`src/port_fail_pkg.sv`:
```
`default_nettype none
package port_fail_pkg;
   // ==========================================================
   // register map
   localparam int                ADDR_W          = 16;
   localparam logic [ADDR_W-1:0] ADDR_PORT_CTRL  = 16'h1000;
   localparam logic [ADDR_W-1:0] ADDR_ERR_HDR    = 16'h2000;
   localparam logic [ADDR_W-1:0] ADDR_ERR_CAP    = 16'h2008;

   // ==========================================================
   // port control tail fields
   localparam int                BIT_STOP        = 3;
   localparam int                BIT_DROP        = 2;
   localparam int                BIT_LOCK        = 1;
   localparam int                BIT_TYPE        = 0;
   localparam int                RSV_HI          = 18;
   localparam int                RSV_LO          = 4;
   localparam logic              RST_STOP        = 1'b0;
   localparam logic              RST_DROP        = 1'b0;
   localparam logic              RST_LOCK        = 1'b0;
   localparam logic              PORT_TYPE_SER   = 1'b1;

   // ==========================================================
   // error block header
   localparam logic [15:0]       NEXT_BLOCK_PTR  = 16'h0000;
   localparam logic [15:0]       FEATURE_ID      = 16'h0007;

   // ==========================================================
   // error capture, kept as its top byte (bits 31..24)
   localparam int                CAP_LSB         = 24;
   localparam int                CAP_IO          = 7;
   localparam int                CAP_MSG         = 6;
   localparam int                CAP_RSV29       = 5;
   localparam int                CAP_FMT         = 4;
   localparam int                CAP_ILL         = 3;
   localparam int                CAP_RSV26       = 2;
   localparam int                CAP_MRL         = 1;
   localparam int                CAP_RSL         = 0;
   localparam logic [7:0]        CAP_MASK        = 8'hdb;
   localparam logic [7:0]        CAP_RESET       = 8'h00;

   // ==========================================================
   // carriers
   typedef struct packed {
      logic ioErrorReply;
      logic msgErrorReply;
      logic badMessagePayload;
      logic illegalRespField;
      logic illegalReqField;
      logic messageRequestLate;
      logic responseLate;
   } errEvents_s;

   typedef struct packed {
      logic outputFailed;
      logic overThreshold;
   } linkState_s;

   typedef struct packed {
      logic txEnable;
      logic portError;
      logic discardPending;
      logic dropRejected;
      logic retryRejected;
      logic rxAccept;
      logic rxRejectAll;
      logic linkMaintEnable;
   } portStatus_s;

   localparam portStatus_s STATUS_RESET = '{
      txEnable: 1'b1, portError: 1'b0, discardPending: 1'b0,
      dropRejected: 1'b0, retryRejected: 1'b1, rxAccept: 1'b1,
      rxRejectAll: 1'b0, linkMaintEnable: 1'b1};
endpackage
`default_nettype wire

```
`src/port_fail_and_error_capture.sv`:
```
// The APB register port was chosen for this implementation.
`timescale 1ns/100ps
`default_nettype none

// Functional notes
// - stop-on-fail clear: keep sending packets even after output failed.
// - stop-on-fail set and output failed: raise port error, stop sending.
// - stopped by stop-on-fail with drop enabled: discard pending packets.
// - drop clear: keep retrying packets rejected for transmission errors.
// - switch, drop set, over threshold: drop rejected packets; resume below.
// - lockout: no packets either way; training and link-requests continue.
// - lockout: every incoming packet gets packet-not-accepted.
// - port control bit 0 is read-only and reads 1 (serial port).
// - port control bits 18..4 are read-only zero.
// - header upper half reads next-block pointer zero.
// - header lower half reads feature identifier seven.
// - capture bit 31 set on load/store engine error reply.
// - capture bit 30 set on message transmit unit error reply.
// - capture bit 28 set on bad message payload size or segment.
// - capture bit 27 set on illegal fields in response packets.
// - capture bit 27 set on illegal fields in request packets.
// - writing zero to a set capture bit clears it.
// - capture bits 29 and 26 read as zero.
// - capture bit 25 set on message request timeout.
// - capture bit 24 set on response timeout.
module port_fail_and_error_capture
#(
   parameter bit IS_SWITCH = 1'b1
)
(
   input  wire logic                              clock,
   input  wire logic                              rst_n,
   input  wire logic                              psel,
   input  wire logic                              penable,
   input  wire logic                              pwrite,
   input  wire logic [port_fail_pkg::ADDR_W-1:0]  paddr,
   input  wire logic [31:0]                       pwdata,
   output logic      [31:0]                       prdata,
   output logic                                   pready,
   output logic                                   pslverr,
   input  wire port_fail_pkg::errEvents_s         events,
   input  wire port_fail_pkg::linkState_s         link,
   output port_fail_pkg::portStatus_s             status
);
   import port_fail_pkg::*;

   // ==========================================================
   // apb slave
   logic        stopOnFail_ff;
   logic        dropEnable_ff;
   logic        lockout_ff;
   logic [7:0]  capture_ff;
   logic [7:0]  nxt_capture;
   logic [7:0]  capSet;
   logic [7:0]  capClear;
   logic        setupPhase;
   logic        accessDone;
   logic        wrCtrl;
   logic        wrCap;
   logic        hitCtrl;
   logic        hitHdr;
   logic        hitCap;
   logic [31:0] ctrlWord;
   logic [31:0] hdrWord;
   logic [31:0] capWord;
   logic [31:0] nxt_prdata;
   portStatus_s nxt_status;

   // pready rises in the first access cycle: zero wait states
   assign setupPhase = psel && !penable;
   assign accessDone = psel && penable && pready;
   assign hitCtrl    = (paddr == ADDR_PORT_CTRL);
   assign hitHdr     = (paddr == ADDR_ERR_HDR);
   assign hitCap     = (paddr == ADDR_ERR_CAP);
   assign wrCtrl     = accessDone && pwrite && hitCtrl;
   assign wrCap      = accessDone && pwrite && hitCap;

   always_comb
   begin
      ctrlWord           = 32'h0000_0000;
      ctrlWord[BIT_STOP] = stopOnFail_ff;
      ctrlWord[BIT_DROP] = dropEnable_ff;
      ctrlWord[BIT_LOCK] = lockout_ff;
      ctrlWord[BIT_TYPE] = PORT_TYPE_SER;
   end

   assign hdrWord = {NEXT_BLOCK_PTR, FEATURE_ID};
   assign capWord = {capture_ff & CAP_MASK, 24'h00_0000};

   always_comb
   begin
      nxt_prdata = 32'h0000_0000;
      if (hitCtrl)
      begin
         nxt_prdata = ctrlWord;
      end
      else if (hitHdr)
      begin
         nxt_prdata = hdrWord;
      end
      else if (hitCap)
      begin
         nxt_prdata = capWord;
      end
   end

   always_ff @(posedge clock or negedge rst_n)
   begin
      if (!rst_n)
      begin
         pready  <= 1'b0;
         pslverr <= 1'b0;
         prdata  <= 32'h0000_0000;
      end
      else
      begin
         pready  <= setupPhase;
         pslverr <= setupPhase && !(hitCtrl || hitHdr || hitCap);
         prdata  <= (setupPhase && !pwrite) ? nxt_prdata : 32'h0000_0000;
      end
   end

   // ==========================================================
   // port control tail
   // unmapped or header writes are refused with pslverr or ignored
   always_ff @(posedge clock or negedge rst_n)
   begin
      if (!rst_n)
      begin
         stopOnFail_ff <= RST_STOP;
         dropEnable_ff <= RST_DROP;
         lockout_ff    <= RST_LOCK;
      end
      else if (wrCtrl)
      begin
         stopOnFail_ff <= pwdata[BIT_STOP];
         dropEnable_ff <= pwdata[BIT_DROP];
         lockout_ff    <= pwdata[BIT_LOCK];
      end
   end

   // ==========================================================
   // port behaviour, registered so each output is a flop
   always_comb
   begin
      nxt_status.portError       = stopOnFail_ff && link.outputFailed;
      nxt_status.txEnable        = !lockout_ff &&
                                   !(stopOnFail_ff && link.outputFailed);
      nxt_status.discardPending  = stopOnFail_ff && link.outputFailed &&
                                   dropEnable_ff;
      // only a switch may drop; an endpoint always retries
      nxt_status.dropRejected    = IS_SWITCH && dropEnable_ff &&
                                   link.overThreshold;
      nxt_status.retryRejected   = !nxt_status.dropRejected;
      nxt_status.rxAccept        = !lockout_ff;
      nxt_status.rxRejectAll     = lockout_ff;
      // training and link-request handling never blocked by lockout
      nxt_status.linkMaintEnable = 1'b1;
   end

   always_ff @(posedge clock or negedge rst_n)
   begin
      if (!rst_n)
      begin
         status <= STATUS_RESET;
      end
      else
      begin
         status <= nxt_status;
      end
   end

   // ==========================================================
   // error capture
   always_comb
   begin
      capSet            = 8'h00;
      capSet[CAP_IO]    = events.ioErrorReply;
      capSet[CAP_MSG]   = events.msgErrorReply;
      capSet[CAP_FMT]   = events.badMessagePayload;
      capSet[CAP_ILL]   = events.illegalRespField ||
                          events.illegalReqField;
      capSet[CAP_MRL]   = events.messageRequestLate;
      capSet[CAP_RSL]   = events.responseLate;
   end

   // a zero written clears, a one is ignored; a new event beats the clear
   assign capClear    = wrCap ? ~pwdata[CAP_LSB +: 8] : 8'h00;
   assign nxt_capture = ((capture_ff & ~capClear) | capSet) & CAP_MASK;

   always_ff @(posedge clock or negedge rst_n)
   begin
      if (!rst_n)
      begin
         capture_ff <= CAP_RESET;
      end
      else
      begin
         capture_ff <= nxt_capture;
      end
   end

   logic rdCtrlDone;
   logic rdHdrDone;
   logic rdCapDone;
   assign rdCtrlDone = accessDone && !pwrite && hitCtrl;
   assign rdHdrDone  = accessDone && !pwrite && hitHdr;
   assign rdCapDone  = accessDone && !pwrite && hitCap;
endmodule

`default_nettype wire

```
`config.mk`:
```
export PLATFORM = sky130hd
export DESIGN_NAME = port_fail_and_error_capture
export DESIGN_NICKNAME = d
export VERILOG_FILES = /design/src/port_fail_pkg.sv /design/src/port_fail_and_error_capture.sv
export SDC_FILE = /design/constraint.sdc
export NUM_CORES = 1
export LEC_CHECK = 0
export BUFFER_PORTS_ARGS = -buffer_cell sky130_fd_sc_hd__clkbuf_2
export CAP_MARGIN = 15
export CELL_PAD_IN_SITES_DETAIL_PLACEMENT = 0
export CELL_PAD_IN_SITES_GLOBAL_PLACEMENT = 1
export CORE_MARGIN = 3
export CORE_UTILIZATION = 24
export DETAILED_ROUTE_END_ITERATION = 7
export MAX_ROUTING_LAYER = met4
export PLACE_DENSITY = 0.87
export SKIP_CTS_REPAIR_TIMING = 1
export SLEW_MARGIN = 25
export SYNTH_ARGS = -nofsm -noshare
export SYNTH_HDL_FRONTEND = slang
export SYNTH_SLANG_ARGS = --single-unit
```
`constraint.sdc`:
```
create_clock -name clock -period 1.1 [get_ports clock]
set_input_delay 0.22 -clock clock [delete_from_list [all_inputs] [get_ports clock]]
set_output_delay 0.22 -clock clock [all_outputs]
set_load 0.01 [all_outputs]
```
; ---- After elaboration in Yosys (flattened, before gate mapping)
; Cells that the tools add are included.
[op_classes]
n_eq_ne = 3
mux = 5
bitwise_logic = 4
reduce_logical = 21
[ops]
columns = operator, n
row1 = $mux W32, 4
row2 = $eq A16 B14 Y1 const B, 2
row3 = $eq A16 B13 Y1 const B, 1
row4 = $not A8 Y8, 2
row5 = $logic_and A1 B1 Y1, 12
row6 = $and A8 B8 Y8, 1
row7 = $mux W8, 1
row8 = $or A8 B8 Y8, 1
row9 = $logic_not A1 Y1, 6
row10 = $logic_or A1 B1 Y1, 3
[totals]
register_bits = 50
inputBits = 62
out_inout_bits = 42
wordCells = 47

; ---- Depth between registers and ports, before layout
[logic_depth]
word_depth = 8
ltp_mapped = 5
ltp_nobuf = 4

; ---- Least setup slack after synthesis
; Ideal clock, no wire load.
[synth_path]
kind = input to register
startpoint = input paddr[5] (netlist bit)
endpoint = register dropEnable_ff
setup_time_ps = 125
arrival_ps = 1349
required_time_ps = 975
path_slack_ps = -374
cell_stages = 5
path_buffers = 1
path_cell_list = nor4_1 nand4_1 buf_6 nor3b_4 mux2_2
[synth_between]
elab_chain_len = 2
[synth_rtl]
columns = item, line_no
row1 = start: declaration, port_fail_and_error_capture.sv:36  ; input wire logic [port_fail_pkg::ADDR_W-1:0] paddr,
row2 = $eq A16 B13 Y1, port_fail_and_error_capture.sv:72  ; assign hitCtrl = (paddr == ADDR_PORT_CTRL);
row3 = $logic_and A1 B1 Y1, port_fail_and_error_capture.sv:75  ; assign wrCtrl = accessDone && pwrite && hitCtrl;
row4 = end signal: assignment, port_fail_and_error_capture.sv:137  ; dropEnable_ff <= pwdata[BIT_DROP];
row5 = end: declaration, port_fail_and_error_capture.sv:50  ; logic dropEnable_ff;
; No other way between the ends.
; A chain may end at the register's enable or synchronous reset.

; ---- Worst setup path in the final report
[layout_path]
startpoint = input paddr[6] (netlist bit)
endpoint = register prdata[0]
[layout_between]
elab_chain_len = 4
word_cells_on_any_way = 5
classes_between = eq/ne (2) / mux (3)
[layout_rtl]
columns = item, line_no
row1 = $eq A16 B14 Y1, port_fail_and_error_capture.sv:73  ; assign hitHdr = (paddr == ADDR_ERR_HDR);
row2 = $mux W32, port_fail_and_error_capture.sv:97  ; else if (hitHdr)
row3 = $mux W32 (*), port_fail_and_error_capture.sv:93  ; if (hitCtrl)
row4 = $mux W32 (*), port_fail_and_error_capture.sv:119  ; prdata <= (setupPhase && !pwrite) ? nxt_prdata : 32'h0000_0000;
row5 = end signal: assignment, port_fail_and_error_capture.sv:119
row6 = end: declaration, port_fail_and_error_capture.sv:38  ; output logic [31:0] prdata,
; Every way passes the cells marked *; elsewhere a longest branch is shown, timed or not.

==> results by group <==
Outcome
  • Status: finished, violations left
  • Violated checks: setup timing

Synth
  • Sequential share of the synthesized area: 0.562
  • Post-synth EDFFs: 0
  • Commonest cells post-synth: dfrtp_1 (25), buf_4 (23), and2_1 (7), nand2b_1 (7), nor2_1 (7)
  • Synth top area share: 0.500
  • Yosys reg bits: 28
  • Mean area per synthesized cell: 11.5 sq um
  • Cells after synthesis: 109
  • Synth Flop Type: dfrtp_1
  • Post-synth ARST share: 1.00
  • Mapped cell area: 0.00125 sq mm
  • Yosys cell types: 25
  • Yosys Warn Count: 0
  • Count leader, synth: dfrtp_1
  • Top cell type by total area after synthesis: dfrtp_1
  • Synth top area cells: dfrtp_1 (50%), buf_4 (14%), dfstp_2 (6.3%), o31ai_1 (3.6%), and2_1 (3.5%)

Pwr
  • Peak VDD IR: 0.531 mV
  • Lkg Pwr: 0.981 nW
  • PD cells: 1040 mW/mm^2
  • Total power: 2.05 mW

Job
  • Max Cap Viol: 0

STA
  • Peak Freq: 770 MHz
  • Fin. max-slew vios: 0
  • Setup ws final: -199 ps
  • Tmin final: 1300 ps
  • RSZ-0062 raised after global routing: true
  • Setup Total Neg Slack: -2060 ps
  • Final hold violation count: 0
  • Max Clock Skew: 6.14 ps
  • Final setup fails: 23
  • Final worst path period share: 1.18
  • Final Hold Slack: 86.1 ps

Clocking
  • Clk sink count: 28
  • Clk root buf: clkbuf_8
  • TritonCTS clock tree: done
  • CTS Buf Count: 3
  • Clk slew on worst S/H paths: 90 ps
  • Number of H-tree levels: 1
  • Clk_lat worst skew: 270 ps
  • Max clock buf depth: 2

Floorplan
  • Placement row count: 25
  • Ports: 104
  • Die area: 0.00612 sq mm
  • Core area: 0.00488 sq mm
  • Die width: 78.2 um
  • Chip height: 78.2 um
  • Starting Density: 0.257

Final layout
  • Synthesis-to-finish area growth: 56.4%
  • Fill count: 475
  • Layout cells sized above 1: 0.562
  • Fin nets: 248
  • Antenna cells: 0
  • Finished Layout Cells: 252

Detailed routing
  • Post-DR wirelength/cell: 11.1 um
  • DRT Pass-1 Iters: 4
  • Drt first-iter violations: 23
  • DR DRC count: 0
  • Vias: 975
  • Mean number of vias per cell: 3.87
  • Post-route ant nets: 0
  • Final wirelength: 2800 um

Place
  • DP Cell Count: 244
  • Placer Congestion: 0.769
  • Port Buffers: 57
  • HPWL after DPL: 2200 um

GRT
  • Gr ovfl total: 0
  • Tot GR Track Use: 0.0846
  • Global-route wire length before repair: 3950 um
  • Initial antenna violation count: 0
  • Vias in the first global route: 901
  • Largest net degree at the start of global routing: 19

Critical path
  • Worst setup SP type: input port
  • Crit path max fanout: 4
  • Crit path required time: 1320 ps
  • CP endpoint kind: flip-flop
  • Data arrival, critical path: 1520 ps
  • Setup Crit Path Kind: input port to flip-flop

Min path
  • Hold WC Path Type: input port to flip-flop
## layer usage
metal | global-route usage | wire length (um)
met1 | 0.0975 | 1020
met2 | 0.144 | 1490
met3 | 0.0206 | 255
met4 | 0.0297 | 33
met5 | - | 0
## kinds of logic (layout without fill, tap and decap cells)
logic type,after synthesis,after routing,synth area share
AO/OA/AOI/OAI,10,10,0.0559
buffers and inverters,27,82,0.156
flip-flops,28,28,0.562
multiplexers,3,3,0.0270
other,2,23,0.00600
AND/OR/NAND/NOR,39,39,0.193
## worst paths after layout
check                      cells past startpoint  slack [ps]        from             to
setup / recovery                               6        -200    paddr[6]      prdata[0]
hold / removal                                 2          90     link[0]      status[3]
setup reg to reg                               3        -160      pready  stopOnFail_ff
hold reg to reg                                1         490  lockout_ff      status[2]
max in group asynchronous                      3         280       rst_n      status[3]
min in group asynchronous                      2         370       rst_n     prdata[25]
## stage by stage
| step | area, sq um | utilization | setup slack (ps) |
|---|---|---|---|
| finish | 1960 | 0.402 | -199 |
| global route | 1960 | 0.402 | -233 |
| CTS | 1730 | 0.354 | -234 |
| detailed placement | 1660 | 0.339 | -524 |
| global placement | 1660 | 0.339 | -506 |
| floorplan | 1350 | - | -340 |
## flip-flops by register name, summed over array words and instances, names as in the netlist
register       flops
prdata            10
status             7
capture_ff         6
dropEnable_ff      1
lockout_ff         1
pready             1
pslverr            1
stopOnFail_ff      1
## worst max-delay path, cell delays in order
cell     delay (ps)
buf_6           100
nor4_4          250
nand4_1         130
buf_6           150
or4_4           440
o21ba_4         230
## report_power, final
group | switching [mW] | internal [mW] | leakage [nW]
sequential | 0.00132 | 1.03 | 0.347
clock | 0.295 | 0.487 | 0.0357
combinational | 0.125 | 0.106 | 0.597
total | 0.422 | 1.62 | 0.981
## layout make-up
class,instances,area [sq um],share of cell area
inverters,3,11.3,0.00575
well taps,67,83.8,0.0428
multi-input cells,75,583,0.298
clock buffers,3,41.3,0.0211
repair buffers,75,505,0.258
flip-flops and latches,28,704,0.360
clock inverters,1,30.0,0.0153
## placed cells by master (no fill, tap or decap)
cell,count
clkbuf_2,51
dfrtp_1,25
conb_1,23
buf_4,12
buf_6,8
nand2b_1,7
and2_1,6
nor2_1,5
o31ai_4,5
nand2_1,4
inv_1,3
nor4_4,3
mux2_4,3
clkbuf_8,3
dfstp_2,3
a21oi_1,2
nor2_2,2
nor2b_2,1
nor3_1,1
nand4_1,1
or3b_2,1
nor3_2,1
or4_4,1
nor2b_1,1
o21ba_4,1
and2_4,1
and4_4,1
nand3_1,1
o31ai_2,1
a21oi_2,1
and3_1,1
nor3b_4,1
bufinv_16,1
clkbuf_16,1
dlygate4sd3_1,1
buf_12,1
buf_8,1
Note: power is estimated with default switching activity, not from simulation.
